`src/spa_pkg.sv`:
```
// Constants for the shared pin output arbiter: pin indices, modes and option limits
package spa_pkg;
    // Number of single shared pins handled bit by bit
    localparam int NUM_PINS = 19;
    // Width of the memory data upper half reused as host address inputs
    localparam int MEM_HALF_W = 16;

    // Pin indices: first sharer listed first, lower sharers after it
    localparam int PIN_A_SLAVE_OUT = 0;   // serial_port_a_slave_out / two_wire_a_data
    localparam int PIN_A_CLOCK     = 1;   // serial_port_a_clock_pin / two_wire_a_clock
    localparam int PIN_A_CS        = 2;   // serial_port_a_chip_select / two_wire_b_clock
    localparam int PIN_A_ENABLE    = 3;   // serial_port_a_enable_pin / two_wire_b_data
    localparam int PIN_B_CS        = 4;   // audio_port0_data_pins[5] / serial_port_b_chip_select
    localparam int PIN_B_ENABLE    = 5;   // audio_port0_data_pins[6] / serial_port_b_enable_pin
    localparam int PIN_B_CLOCK     = 6;   // audio_port0_data_pins[7] / serial_port_b_clock_pin
    localparam int PIN_B_SLAVE_OUT = 7;   // audio0[8] / audio1[5] / serial_port_b_slave_out
    localparam int PIN_B_SLAVE_IN  = 8;   // audio0[9] / audio1[4] / serial_port_b_slave_in
    localparam int PIN_RX_HCLK     = 15;  // audio0_rx_high_clock / audio1_rx_high_clock
    localparam int PIN_TX_HCLK     = 16;  // audio0_tx_high_clock / audio2_tx_high_clock
    localparam int PIN_MUTE_HOST_INTERRUPT_OUT   = 17;  // audio2_mute_out / host_interrupt_out
    localparam int PIN_HD16        = 18;  // host_data_bit16 / host_halfword_select

    // Second serial port pin options, one to five
    localparam logic [2:0] SB_OPT_FIVE_PIN = 3'h0;  // All five pins
    localparam logic [2:0] SB_OPT_NO_EN    = 3'h1;  // Four pins, no enable
    localparam logic [2:0] SB_OPT_NO_CS    = 3'h2;  // Four pins, no chip select
    localparam logic [2:0] SB_OPT_THREE    = 3'h3;  // Clock and data only
    localparam logic [2:0] SB_OPT_OFF      = 3'h4;  // Port disabled

    // Claim masks in order {slave_in, slave_out, clock, enable, chip_select}
    localparam logic [4:0] SB_CLAIM_FIVE  = 5'h1f;
    localparam logic [4:0] SB_CLAIM_NO_EN = 5'h1d;
    localparam logic [4:0] SB_CLAIM_NO_CS = 5'h1e;
    localparam logic [4:0] SB_CLAIM_THREE = 5'h1c;
    localparam logic [4:0] SB_CLAIM_OFF   = 5'h00;

    // Audio port data pin limits per option
    localparam logic [4:0] A0_MAX_OPT1 = 5'h0b;
    localparam logic [4:0] A0_MAX_OPT2 = 5'h0c;
    localparam logic [4:0] A0_MAX_OPT3 = 5'h0c;
    localparam logic [4:0] A0_MAX_OPT4 = 5'h0d;
    localparam logic [4:0] A0_MAX_OPT5 = 5'h10;
    localparam logic [2:0] A1_MAX_SPI  = 3'h4;
    localparam logic [2:0] A1_MAX_OFF  = 3'h6;
endpackage

```
`src/spa_shared_pin_arbiter.sv`:
```
// Shared pin output arbiter: per-pin direction, priority and input fan-out
// Summary of operation
// RULE1 - Any sharer driving makes pin output
// RULE2 - Highest priority driver sets pin value
// RULE3 - Software should enable one driver only
// RULE4 - Pin input reaches all sharers together
// RULE5 - Ownership decided per pin, not globally
// RULE6 - Fixed per-pin priority order among peripherals
// RULE7 - Non-multiplexed select releases memory upper half
// RULE8 - Software sets select before memory init
// RULE9 - Memory interface parks driving between accesses
// RULE10 - Host mode pairs with memory bus width
// RULE11 - Second serial port mode claims its pins
// RULE12 - Audio data pin limits follow option
// RULE13 - Host config gives enable and select
// RULE14 - Unclaimed pin stays undriven, input only
module spa_shared_pin_arbiter #(
    parameter int N    = spa_pkg::NUM_PINS,
    parameter int MEMW = spa_pkg::MEM_HALF_W
) (
    // Clock and reset
    input  wire logic            core_clk,
    input  wire logic            sys_rst,
    // First priority sharer of each pin
    input  wire logic [N-1:0]    prio1_out,
    input  wire logic [N-1:0]    prio1_oe,
    // Second priority sharer of each pin
    input  wire logic [N-1:0]    prio2_out,
    input  wire logic [N-1:0]    prio2_oe,
    // Third priority sharer, present only on the two serial b data pins
    input  wire logic [N-1:0]    prio3_out,
    input  wire logic [N-1:0]    prio3_oe,
    // Synchronised pin level, common to every sharer
    output logic [N-1:0]         shared_in,
    // Package pins
    input  wire logic [N-1:0]    pin_in,
    output logic [N-1:0]         pin_out,
    output logic [N-1:0]         pin_oe,
    // Second serial port pin option
    input  wire logic [2:0]      serial_b_mode,
    output logic [4:0]           audio0_max_pins,
    output logic [2:0]           audio1_max_pins,
    // Host port configuration bits
    input  wire logic            host_port_enable,
    input  wire logic            host_nonmultiplexed_select,
    output logic                 host_address_valid,
    output logic                 memory_bus_wide,
    // Memory interface upper data half
    input  wire logic [MEMW-1:0] memory_data_out,
    input  wire logic            memory_data_oe,
    output logic [MEMW-1:0]      memory_data_upper_half,
    output logic [MEMW-1:0]      host_address_inputs,
    // Memory upper data pins
    input  wire logic [MEMW-1:0] mem_pin_in,
    output logic [MEMW-1:0]      mem_pin_out,
    output logic [MEMW-1:0]      mem_pin_oe
);
    // Pin synchronisers; first stage feeds only the second
    logic [N-1:0]    pin_meta;
    logic [MEMW-1:0] mem_meta;
    logic [MEMW-1:0] mem_sync;
    // Registered pin drive and derived status
    logic [N-1:0]    next_pin_out;
    logic [N-1:0]    next_pin_oe;
    logic [MEMW-1:0] next_mem_out;
    logic [MEMW-1:0] next_mem_oe;
    logic [4:0]      next_a0_max;
    logic [2:0]      next_a1_max;
    logic [4:0]      sb_claim;     // Pins the serial b option lets it use
    logic [N-1:0]    gate2;        // Second sharer allowed to drive
    logic [N-1:0]    gate3;        // Third sharer exists and is allowed
    logic [N-1:0]    eff2_oe;
    logic [N-1:0]    eff3_oe;

    // Serial b claims and audio limits from the selected option
    always_comb begin
        case (serial_b_mode)
            spa_pkg::SB_OPT_FIVE_PIN: begin
                sb_claim    = spa_pkg::SB_CLAIM_FIVE; // RULE11
                next_a0_max = spa_pkg::A0_MAX_OPT1;   // RULE12
                next_a1_max = spa_pkg::A1_MAX_SPI;
            end
            spa_pkg::SB_OPT_NO_EN: begin
                sb_claim    = spa_pkg::SB_CLAIM_NO_EN; // RULE11
                next_a0_max = spa_pkg::A0_MAX_OPT2;    // RULE12
                next_a1_max = spa_pkg::A1_MAX_SPI;
            end
            spa_pkg::SB_OPT_NO_CS: begin
                sb_claim    = spa_pkg::SB_CLAIM_NO_CS; // RULE11
                next_a0_max = spa_pkg::A0_MAX_OPT3;    // RULE12
                next_a1_max = spa_pkg::A1_MAX_SPI;
            end
            spa_pkg::SB_OPT_THREE: begin
                sb_claim    = spa_pkg::SB_CLAIM_THREE; // RULE11
                next_a0_max = spa_pkg::A0_MAX_OPT4;    // RULE12
                next_a1_max = spa_pkg::A1_MAX_SPI;
            end
            default: begin
                // Disabled or unknown code: all five pins go back to audio
                sb_claim    = spa_pkg::SB_CLAIM_OFF;  // RULE11
                next_a0_max = spa_pkg::A0_MAX_OPT5;   // RULE12
                next_a1_max = spa_pkg::A1_MAX_OFF;
            end
        endcase
    end

    // Which lower sharers may drive; serial b is gated by its option
    always_comb begin
        gate2 = '1;
        gate3 = '0;
        gate2[spa_pkg::PIN_B_CS]        = sb_claim[0];
        gate2[spa_pkg::PIN_B_ENABLE]    = sb_claim[1];
        gate2[spa_pkg::PIN_B_CLOCK]     = sb_claim[2];
        gate3[spa_pkg::PIN_B_SLAVE_OUT] = sb_claim[3];
        gate3[spa_pkg::PIN_B_SLAVE_IN]  = sb_claim[4];
        eff2_oe = prio2_oe & gate2;
        eff3_oe = prio3_oe & gate3;
    end

    // Per-pin direction and value; each pin decides on its own drivers
    always_comb begin
        for (int i = 0; i < N; i++) begin
            // Output if any sharer allowed to drive asks; idle pins float as inputs
            next_pin_oe[i] = prio1_oe[i] | eff2_oe[i] | eff3_oe[i]; // RULE1 RULE5 RULE14
            // Fixed order: first sharer, then second, then third
            if (prio1_oe[i]) begin
                next_pin_out[i] = prio1_out[i]; // RULE2 RULE6
            end else if (eff2_oe[i]) begin
                next_pin_out[i] = prio2_out[i]; // RULE2 RULE6
            end else if (eff3_oe[i]) begin
                next_pin_out[i] = prio3_out[i]; // RULE2
            end else begin
                next_pin_out[i] = 1'b0;
            end
        end
    end

    // Memory upper half: parked drive passes through unless the host owns the lines
    always_comb begin
        // Release wins over parking, so a late select still cuts the drive
        next_mem_oe  = (memory_data_oe && !host_nonmultiplexed_select) ? '1 : '0; // RULE7 RULE9
        next_mem_out = memory_data_out;
    end

    // Register everything; pins leave straight from flops
    always_ff @(posedge core_clk) begin
        if (sys_rst) begin
            pin_meta               <= '0;
            shared_in              <= '0;
            mem_meta               <= '0;
            mem_sync               <= '0;
            memory_data_upper_half <= '0;
            host_address_inputs    <= '0;
            pin_out                <= '0;
            pin_oe                 <= '0;
            mem_pin_out            <= '0;
            mem_pin_oe             <= '0;
            audio0_max_pins        <= spa_pkg::A0_MAX_OPT5;
            audio1_max_pins        <= spa_pkg::A1_MAX_OFF;
            host_address_valid     <= 1'b0;
            memory_bus_wide        <= 1'b1;
        end else begin
            pin_meta               <= pin_in;
            shared_in              <= pin_meta;  // RULE4
            mem_meta               <= mem_pin_in;
            mem_sync               <= mem_meta;
            // Both functions see the same synchronised lines
            memory_data_upper_half <= mem_sync;
            host_address_inputs    <= mem_sync;  // RULE7
            pin_out                <= next_pin_out;
            pin_oe                 <= next_pin_oe;
            mem_pin_out            <= next_mem_out;
            mem_pin_oe             <= next_mem_oe;
            audio0_max_pins        <= next_a0_max;
            audio1_max_pins        <= next_a1_max;
            host_address_valid     <= host_port_enable & host_nonmultiplexed_select; // RULE13
            memory_bus_wide        <= !host_nonmultiplexed_select;                   // RULE10
        end
    end
endmodule

```
`config.mk`:
```
export PLATFORM = sky130hd
export DESIGN_NAME = spa_shared_pin_arbiter
export DESIGN_NICKNAME = d
export VERILOG_FILES = /design/src/spa_pkg.sv /design/src/spa_shared_pin_arbiter.sv
export SDC_FILE = /design/constraint.sdc
export NUM_CORES = 1
export LEC_CHECK = 0
export BUFFER_PORTS_ARGS = -buffer_cell sky130_fd_sc_hd__buf_2
export CORE_AREA = 4 4 117 119
export CTS_BUF_LIST = sky130_fd_sc_hd__clkbuf_4
export DETAILED_ROUTE_END_ITERATION = 12
export DIE_AREA = 0 0 121 123
export HOLD_SLACK_MARGIN = 0.03
export PLACE_DENSITY = 0.7
export RECOVER_POWER = 100
export SYNTH_ARGS = -nofsm -noshare
export SYNTH_HDL_FRONTEND = slang
export SYNTH_SLANG_ARGS = --single-unit
```
`constraint.sdc`:
```
create_clock -name core_clk -period 0.8 [get_ports core_clk]
set_input_delay 0 -clock core_clk [delete_from_list [all_inputs] [get_ports core_clk]]
set_output_delay 0 -clock core_clk [all_outputs]
set_load 0.02 [all_outputs]
```
==> flow_results.org, run 1 <==
** Clock tree
- CTS root buf :: clkbuf_4
- Maximum buffer depth of the clock tree :: 2
- The tree built by TritonCTS fans out to 149 sinks.
- TritonCTS clock tree :: yes
- H-tree depth :: 4
- At the later pin of the worst-skew pair, clock insertion delay measures between 0.5 and 0.6 ns.
- Number of setup buffers added after CTS :: 0
- Number of CTS-inserted buffers :: 17
- After clock tree synthesis, the clock-pin slew on the worst setup and hold paths is 0.12 ns.

** Run
- Across the run, the number of max-cap violations was 0.

** Logic synthesis
- Synthesized area divided by synthesized cell count :: 11.32 um^2
- Among all flip-flop cells after synthesis, the most frequent one is dfxtp_1.
- Post-synthesis register bit count :: 149
- Of the synthesized area, sequential elements account for 0.6604.
- Library cells used by synthesis :: 19
- Yosys printed 0 warnings.
- Share of async-settable or async-resettable flops after synthesis :: 0
- dfxtp_1 takes more of the synthesized area than any other cell.
- Multiplexer share of the synthesized area :: 0.03767
- Adder-cell share of the synthesized area :: 0
- Top cells by area in the synthesized netlist :: dfxtp_1 66%, nor2b_1 14%, buf_4 5.5%, mux2i_1 3.8%, nor2_1 2.9%
- Net count of the mapped netlist :: 572
- Area fraction in compound gates after synthesis :: 0.01662
- By area, the combinational part of the netlist is dominated by simple AND/OR/NAND/NOR gates.
- Synthesized instance count :: 399
- Of the post-synthesis cell area, the dominant cell type holds 0.6604.
- Area share of and/or/nand/nor cells after synthesis :: 0.2030
- Summing every instance area after synthesis gives 4517 um^2.
- Area share of xor/xnor cells in the synthesized design :: 0.001939
- The synthesized design contains 0 enable-type register cells.

** Placed design
- At the end of routability-driven placement, the weighted congestion stood at 0.8751.
- After detailed placement, the total cell area comes to 5854 um^2.
- HPWL after DPL :: 8.543 mm
- Count of input and output buffers :: 267

** Detailed routing
- Vias :: 4294
- In the final routed layout, each cell accounts on average for 17.02 um.
- Final Routed Wirelength :: 16.56 mm
- Detailed Routing Iterations Pass 1 :: 4
- The detail route stage leaves a number of antenna-violating nets equal to 0.
- DRC errors left :: 0
- Detailed-route vias per instance :: around 4.4
- Count of routing violations after the opening detailed-route iteration :: 143

** Timing
- Fin. Hold Viols :: 0
- On the final layout, the worst clock skew is 0.005549 ns.
- Once routing completed, OpenROAD measured the worst setup slack at -0.3621 ns.
- Setup violations remaining at the end of the flow were counted as 192.
- Of the available clock period, the critical path in the final layout requires 1.453.
- Worst hold slack across all endpoints :: 0.1912 ns
- Peak Freq :: around 860 MHz
- Setup repair after global routing could not meet its margin everywhere.
- The final max-slew violation count was 0.
- Final critical path time including I/O delays and setup :: 1.162 ns

** Final layout
- Proportion of layout cells with a drive suffix above 1 :: 0.5182
- The area growth from synthesis to layout is 86.59%.
- Non-Filler Cell Area, Final :: 8428 um^2
- The final layout contains around 960 nets.

** Global routing
- Largest net degree at the start of global routing :: 35
- GRT Resource Usage Total :: 0.2195
- The first global-routing pass estimated ~24 mm of wire.
- The via count of the first global-routing pass was roughly 4800.
- Overflow left after global routing :: 0
- Antenna violations before repair :: 2

** Worst hold path
- The startpoint identified for the worst hold timing path is host_nonmultiplexed_select.
- Worst hold path class :: in2reg
- Hold-critical path depth :: 3
- Endpoint of the worst hold path :: mem_pin_oe[14]

** Worst setup path
- Measured in cells, the most critical reg-to-reg path has a length of 1.
- Largest fanout of any net on the critical path :: 16
- Combined buffer and inverter count along the critical path :: 1
- Start of the worst register-to-register path :: mem_sync[10]
- The largest single stage delay on the critical path is roughly 0.43 ns.
- Worst endpoint required time :: ~0.80 ns
- STA classifies the critical path startpoint as a flop.
- Data arrival time of the worst path :: 1.16 ns
- On the critical path, the stage with the largest delay is an instance of dfxtp_4.
- For flop-to-flop paths, the worst setup slack is 0.25 ns.
- The worst setup path is of the reg2out kind.
- Broken down by cell family, the worst path's largest delay share belongs to flip-flops.
- Cell Chain, Critical Path :: buf_2
- Kind of end point of the critical path :: primary output
- Critical register-to-register path endpoint :: host_address_inputs[10]

** Die
- The initial utilization of the core area, before any placement, comes to 0.3594.
- The floorplan step defined a core boundary enclosing approximately 13000 um^2.
- Measured along the x axis, the die boundary spans roughly 120 um.
- Die Outline Area :: around 15000 um^2
- Measured along the y axis, the die boundary spans approximately 120 um.
- I/O pin total :: 304
- The floorplan has 41 rows.

** Run status
- The final reports fail on negative setup slack.
- The run finished, with violations left.

** Power
- The worst-case IR drop observed on VDD is 1269 uV.
- The analysis attributes to cell leakage a power of approximately 3.9 nW.
- Power per Cell Area :: 1861 nW/um^2
-- per-stage QoR --
step	total power, mW	std cells	utilization	worst slack (ns)	TNS [ns]
5_1_grt	16.31	971	0.6702	-0.4642	-45.33
2_1_floorplan	8.938	399	-	0.1159	0
6_report	15.69	973	0.6706	-0.3621	-33.16
3_5_place_dp	9.672	800	0.4658	-0.04556	-0.04556
3_3_place_gp	9.630	800	0.4658	0.0009761	0
4_1_cts	15.63	970	0.6672	-0.4029	-35.89
-- how the worst max path moves through the flow --
stage / cells after the start / end / from
detailed placement: 3 / pin_out[5] / serial_b_mode[0]
global route: 1 / mem_pin_oe[2] / mem_pin_oe[14]
CTS: 1 / mem_pin_oe[1] / mem_pin_oe[14]
finish: 1 / mem_pin_oe[2] / mem_pin_oe[14]
global placement: 3 / pin_out[5] / serial_b_mode[0]
floorplan: 1 / mem_pin_oe[10] / mem_pin_oe[14]
-- cells in the final DEF (no fill, tap or decap), drive strengths merged --
master | Yosys | layout
buf | 37 | 274
dfxtp | 149 | 149
dlygate4sd3 | 0 | 138
nor2b | 102 | 102
nor2 | 35 | 35
clkbuf | 12 | 20
mux2i | 17 | 17
nor3 | 15 | 15
inv | 8 | 14
a21oi | 7 | 7
clkinv | 0 | 5
diode | 0 | 4
nand2b | 4 | 4
bufinv | 0 | 3
a211oi | 3 | 3
or3b | 2 | 2
conb | 2 | 2
nand4bb | 2 | 2
a221oi | 2 | 2
xor2 | 1 | 1
nor3b | 1 | 1
clkinvlp | 0 | 1
-- sequential cells by signal, summed over array words and instances, names as in the netlist, 5 cells and up --
name                 count
audio0_max_pins          5
host_address_inputs     16
mem_meta                16
mem_pin_out             16
mem_sync                16
pin_meta                19
pin_oe                  19
pin_out                 19
shared_in               19
-- cells in the mapped netlist, types with 3 or more instances --
library cell	count
inv_1	8
mux2i_1	17
buf_4	33
nor2_1	35
a211oi_1	3
dfxtp_1	149
a21oi_1	7
nand2b_1	4
nor2b_1	102
clkbuf_1	12
nor3_1	15
-- layout make-up --
class                   count  area [um^2]
clock buffers              17        127.6
multi-input cells         193         1221
diodes                      4        10.01
well taps                 172        215.2
fillers                   849         4140
repair buffers            415         3525
clock inverters            15        191.4
flip-flops and latches    149         3108
inverters                   8        30.03
-- metal layers --
metal / GRT usage / wire [um]
met3: 0.09607 / 1302
met1: 0.1839 / 5225
met2: 0.4081 / 8991
met4: 0.1579 / 1038
met5: 0 / 0
-- timing repair --
action	4_1_cts	5_1_grt
resized for setup	324	8
pin swaps	0	2
hold buffers	138	0
hold endpoints to repair	149	0
setup endpoints to repair	129	134
-- kinds of logic after synthesis --
kind of cell / after synthesis
AND/OR/NAND/NOR: 161
flip-flops: 149
AO/OA/AOI/OAI: 12
multiplexers: 17
buffers and inverters: 57
other: 2
XOR/XNOR: 1
-- power by group --
part	total, mW	switching (mW)	internal [mW]
Sequential	8.00	0.165	7.84
Clock	5.10	2.85	2.24
Combinational	2.59	1.13	1.46
(Power assumes the default switching activity.)
==> run 2, diff against run 1 <==
Settings changed: CTS_BUF_LIST sky130_fd_sc_hd__clkbuf_4 to sky130_fd_sc_hd__clkbuf_8, SETUP_SLACK_MARGIN set to 0.4.
==> flow_results.org, run 2 (synthesis results as in run 1) <==
** Die
- The die is 123 um tall.
- The region available for standard cell placement spans 12570 um^2.
- Die width :: 121 um
- The initial utilization of the core area, before any placement, comes to 0.3594.
- I/O pin total :: 304
- The die covers between 10000 and 15000 um^2.
- The initialized floorplan defines 41 standard-cell rows.

** Run
- Max-Cap Viols :: 0

** Final layout
- Leaving out fill and tap cells, the most frequent cell in the layout is buf_2.
- Seq. cell area :: 3167 um^2
- Filler Cells Inserted :: between 900 and 1000
- After routing the design area is 7944 um^2.
- Area used by multi-input combinational logic :: ~1400 um^2
- Compared with the post-synthesis result, the final layout area differs by 75.87%.
- Post-Layout Cell Count :: between 800 and 900
- In the layout the commonest cells are 151 x buf_2, 113 x buf_6, 96 x dfxtp_2.
- In the final layout, the share of cells above drive strength 1 is 0.6466.
- At the end of the flow, the number of nets in the layout was slightly below 900.

** Detailed routing
- DRC errors left :: 0
- In this run, the number of DRC markers left after iteration 0 of detailed routing was roughly 110.
- Detailed Routing Iterations Pass 1 :: 4
- For this block, the routed nets add up to 12.82 mm of wire.
- For this block, the via count after detailed routing is 3673.
- In this run the remaining antenna-violating nets after routing total 0.
- Dividing the detail-routed via count by the number of cells gives approximately 4.1.
- In the final routed layout, each cell accounts on average for 14.47 um.

** Global routing
- GRT Resource Usage Total :: 0.1621
- Global Route met3 Usage :: 0.07045
- In the global route stage, met2 resource usage came out at 0.3098.
- Via count of the first global-routing pass :: 3932
- First-pass GRT wire length :: between 15 and 20 mm
- Largest net degree at the start of global routing :: 35
- Overflow left after global routing :: 0
- The number of antenna violations at the first check in global routing was 1.
- The global routing stage identified its most utilized layer as met2.
- In the global route stage, met1 resource usage came out at 0.1444.

** Clock tree
- H-tree depth :: 4
- In this run, CTS created clock tree buffers numbering 17.
- Clock sink count :: around 150
- The longest clock path from root to sink contains 2 buffers.
- TritonCTS clock tree :: yes
- Clock slew at reported path FFs :: 0.07 ns
- The later pin in the worst-skew pair is clocked with a latency of 0.44 ns.
- CTS root buf :: clkbuf_8
- Hold-fix buffers at CTS :: approximately 50

** Worst setup path
- Dominant delay contributor by cell family on the critical path :: flip-flops
- The worst setup path is launched from a flop.
- The largest individual stage delay along the critical path comes from the cell dfxtp_4.
- Cell Chain, Critical Path :: buf_2
- STA classifies the critical path endpoint as a primary output.
- Worst endpoint required time :: 0.80 ns
- Critical register-to-register path endpoint :: shared_in[7]
- Largest fanout of any net on the critical path :: 16
- Type of the worst setup path :: reg2out
- The worst register-to-register path has a depth of 1.
- Slowest stage delay, CP :: 0.42 ns
- Data arrival time of the worst path :: 1.03 ns
- In this run the critical register-to-register path is launched from pin_meta[7].
- Combined buffer and inverter count along the critical path :: 1
- R2R setup slack :: between 0.2 and 0.25 ns

** Timing
- The worst pin sits at a relative slew slack of 0.4336.
- Final clock period utilization by the worst path :: 1.293
- Final critical path time including I/O delays and setup :: 1.034 ns
- Unrepaired setup endpoints after global routing :: yes
- Worst hold slack across all endpoints :: -0.2687 ns
- Peak Freq :: 967.0 MHz
- Final worst setup slack :: -0.2341 ns
- Final worst clock skew :: 0.01153 ns
- For the pin with the worst max-slew slack, the measured transition is approximately 0.85 ns.
- Setup-failing EPs final :: 158
- The final max-slew violation count came to 0.
- The count of endpoints failing hold in the final timing report came to 82.
- Summed over all failing endpoints, the final setup total negative slack is -14.43 ns.

** Placed design
- Placer's final routability congestion estimate :: 0.8585
- Cell count after placement :: 803
- Count of input and output buffers :: 267
- Area after DPL :: 6071 um^2
- The wire-length estimate of the detail-placed layout is between 8 and 9 mm.
- Post-placement worst setup slack :: -0.07721 ns

** Worst hold path
- Worst hold path class :: in2reg
- Worst min-delay path startpoint :: host_nonmultiplexed_select
- The path with the worst hold slack has its endpoint at mem_pin_oe[14].
- The worst hold path passes through 2 cells.

** Run status
- The checks that failed: negative hold slack, negative setup slack.
- The run finished, with violations left.

** Power
- Dividing total power by cell area gives a power density of a little under 2000 nW/um^2.
- For this design the static power due to leakage is 4.024 nW.
- Power Total :: 15.36 mW
- Worst IR Drop VDD :: 1197 uV
[run 2: changes by cell type in the layout (fill, tap and decap cells not counted), sizes merged]
cell	previous run	this run
buf	274	277
clkinvlp	1	2
clkinv	5	8
dlygate4sd3	138	5
clkbuf	20	21
diode	4	1
dlymetal6s4s	0	45
bufinv	3	1
inv	14	12
[run 2: worst max path at each step]
stage          cells past startpoint        endpoint  slack, ns        startpoint
4_1_cts                            1   mem_pin_oe[8]      -0.29    mem_pin_oe[14]
3_3_place_gp                       3      pin_out[4]      0.006  serial_b_mode[1]
6_report                           1  mem_pin_oe[14]      -0.23    mem_pin_oe[14]
3_5_place_dp                       3      pin_out[4]      -0.08  serial_b_mode[1]
2_1_floorplan                      2      pin_out[4]       0.16  serial_b_mode[1]
5_1_grt                            1   mem_pin_oe[8]      -0.31    mem_pin_oe[14]
[run 2: cell type report]
class,count,area share
clock buffers,17,0.02945
inverters,8,0.003780
diodes,1,0.0003150
well taps,172,0.02709
repair buffers,331,0.3486
clock inverters,15,0.01449
multi-input cells,193,0.1777
flip-flops and latches,149,0.3986
[run 2: metrics by stage]
step	util	hold slack [ns]
2_1_floorplan	-	0.06012
3_3_place_gp	0.4830	0.2084
3_5_place_dp	0.4830	0.2122
4_1_cts	0.6170	-0.2810
5_1_grt	0.6321	-0.3011
6_report	0.6321	-0.2687
[run 2: per-layer routing]
metal / routed length [um] / vias up
li1: - / 1814
met3: 1016 / 24
met4: 324 / 0
met2: 7247 / 154
met5: 0 / -
met1: 4229 / 1681
[run 2: power breakdown]
group,total (mW),internal [mW],leakage (nW),switching [mW]
Clock,5.11,2.41,0.183,2.70
Sequential,7.97,7.80,1.27,0.167
Combinational,2.28,1.26,2.57,1.01
[run 2: timing repair]
item	4_1_cts	5_1_grt
buffers inserted	0	0
endpoints found under the hold margin	117	112
gates resized for setup	313	107
endpoints found under the setup margin	180	228
==> run 3, diff against run 2 <==
Settings changed: PLACE_DENSITY 0.7 to 0.67.
==> flow_results.org, run 3 (synthesis results as in run 1) <==
** Run status
- The flow ran to the end, but the final reports show violations.
- Violations in the final reports :: negative hold slack, negative setup slack

** Global routing
- Antenna violations before repair :: 2
- Entering global routing, the biggest net connects 49 pins.
- The via count of the first global-routing pass was 3895.
- GRT Resource Usage Total :: 0.1721
- After global routing the overflow that remains totals 0.
- First-pass GRT wire length :: approximately 19 mm

** Clock tree
- Clock latency on the worst-skew pair, taken at its later pin, is around 0.44 ns.
- Clock sink count :: 149
- In this run, post-CTS hold repair placed 51 buffers.
- Clock slew at reported path FFs :: ~0.07 ns
- CTS root buf :: clkbuf_8
- TritonCTS clock tree :: yes
- Number of CTS-inserted buffers :: 17
- Maximum buffer depth of the clock tree :: 2
- The H-tree was split into 4 levels.

** Power
- The share of total power dissipated in the clock network is 0.348.
- Of the total power, the share spent switching nets is 0.2501.
- Dividing total power by cell area gives a power density of about 2000 nW/um^2.
- Leakage power :: about 4 nW
- Sw power :: approximately 3.9 mW
- Worst IR Drop VDD :: around 1000 uV
- Cell internal pwr :: 11.73 mW
- Power Total :: 15.64 mW
- The share of total power dissipated in combinational logic is 0.143.
- Part of the total power dissipated in sequential elements :: 0.509

** Timing
- Setup-failing EPs final :: 130
- Tightest slew margin relative to the limit :: 0.5723
- Fin. Hold Viols :: 76
- Worst hold slack across all endpoints :: -0.2669 ns
- After layout, the worst setup slack is -0.2277 ns.
- Unrepaired setup endpoints after global routing :: yes
- For the pin with the worst max-slew slack, the measured transition is 0.6416 ns.
- In the finished design, the share of the clock period the worst path needs comes to 1.285.
- Max-slew violation count :: 0
- Final worst clock skew :: approximately 0.01 ns
- Static timing analysis puts the maximum clock frequency at 973.0 MHz.
- Final critical path time including I/O delays and setup :: about 1 ns

** Placed design
- Post-placement worst setup slack :: -0.00002165 ns
- Placer's final routability congestion estimate :: 0.8291
- Once detailed placement completed, the half-perimeter wirelength came to between 8 and 9 mm.
- Port buffering added 267 buffers.

** Die
- Initial Utilization :: 0.3594
- The region available for standard cell placement spans 12570 um^2.
- I/O pin total :: 304
- Count of standard-cell rows :: 41
- The floorplan step set the die height to 123 um.
- Die width :: 121 um
- The die covers 14880 um^2.

** Detailed routing
- DRC errors left :: 0
- After detailed routing, the average wire length per cell comes to 15.18 um.
- The detailed router finished its first iteration with 120 violations.
- The detailed router placed 3741 vias in this run.
- The detail route stage leaves a number of antenna-violating nets equal to 0.
- The final layout contains routed wiring with a total length of 13.42 mm.
- For this run, the detailed router's first-pass iteration total came to 4.
- Detailed-route vias per instance :: 4.232

** Worst setup path
- Element type at the critical path start :: flop
- Data arrival time of the worst path :: 1.03 ns
- The startpoint identified for the worst register-to-register timing path is mem_meta[1].
- STA puts the critical path data required time at about 0.80 ns.
- Largest fanout of any net on the critical path :: 16
- Type of the worst setup path :: reg2out
- Counting both buffers and inverters, the worst setup path holds a total of 1.
- Cell Chain, Critical Path :: buf_2
- Dominant delay contributor by cell family on the critical path :: flip-flops
- On the worst path, the slowest cell contributes a delay of 0.41 ns.
- STA classifies the critical path endpoint as a primary output.
- Crit path from :: mem_pin_oe[14]
- Critical Path Slowest Stage Cell :: dfxtp_4
- R2R setup slack :: roughly 0.23 ns

** Final layout
- Nets@finish :: 869
- In the final layout, the share of cells above drive strength 1 is 0.6248.
- Relative area change from synthesis to final layout :: 73.99%
- Most used cells in the layout excluding fill and tap cells :: 151 x buf_2, 113 x buf_6, 89 x dfxtp_2
- Leading cell type in the layout, fill and taps excluded :: buf_2

** Worst hold path
- The startpoint identified for the worst hold timing path is host_nonmultiplexed_select.
- The tightest min-delay check is of the in2reg type.

** Run
- Across the run, the number of max-cap violations was 0.
-- run 3: final cells by class --
class / instances / area, um^2
flip-flops and latches: 149 / 3158
well taps: 172 / 215.2
multi-input cells: 193 / 1354
clock buffers: 20 / 275.3
repair buffers: 327 / 2713
fillers: 973 / 4710
diodes: 3 / 7.507
inverters: 8 / 30.03
clock inverters: 12 / 106.4
-- run 3: repair_timing --
action	in CTS	in global routing
setup endpoints to repair	180	226
buffers inserted	0	0
gates cloned	0	0
gates resized for setup	313	91
endpoints found under the hold margin	125	96
-- run 3: path summary, 6_finish.rpt --
| path | cells after the start | endpoint |
|---|---|---|
| min | 2 | mem_pin_oe[14] |
| max reg2reg | 1 | mem_sync[1] |
| min reg2reg | 1 | host_address_inputs[7] |
| max | 1 | mem_pin_oe[0] |
-- run 3: through the flow --
step / cell area, um^2 / setup TNS [ns] / hold slack, ns / std cells / util
after detailed placement: 6073 / -0.00002165 / 0.2108 / 800 / 0.4832
after CTS: 7787 / -19.71 / -0.2867 / 883 / 0.6196
final: 7859 / -13.76 / -0.2669 / 884 / 0.6253
after global placement: 6073 / -0.002849 / 0.2099 / 800 / 0.4832
after floorplan: 4926 / 0 / 0.06012 / 399 / -
after global routing: 7856 / -21.51 / -0.2951 / 883 / 0.6251
-- run 3: layer usage --
metal | GRT usage | share of wire | wire length (um) | vias to the layer above
met2 | 0.3234 | 0.56 | 7497 | 180
met5 | 0 | 0 | 0 | -
met4 | 0.1147 | 0.045 | 608 | 0
met3 | 0.06725 | 0.087 | 1169 | 42
met1 | 0.1502 | 0.31 | 4142 | 1713
li1 | - | - | - | 1806
-- run 3: power groups by stage --
| stage | sequential (mW) | clock, mW | combinational, mW |
|---|---|---|---|
| floorplan | 8.33 | 0 | 0.728 |
| global placement | 8.00 | 0 | 1.66 |
| global route | 8.00 | 5.89 | 2.38 |
| detailed placement | 8.01 | 0 | 1.69 |
| CTS | 7.95 | 5.59 | 2.21 |
| finish | 7.97 | 5.44 | 2.23 |
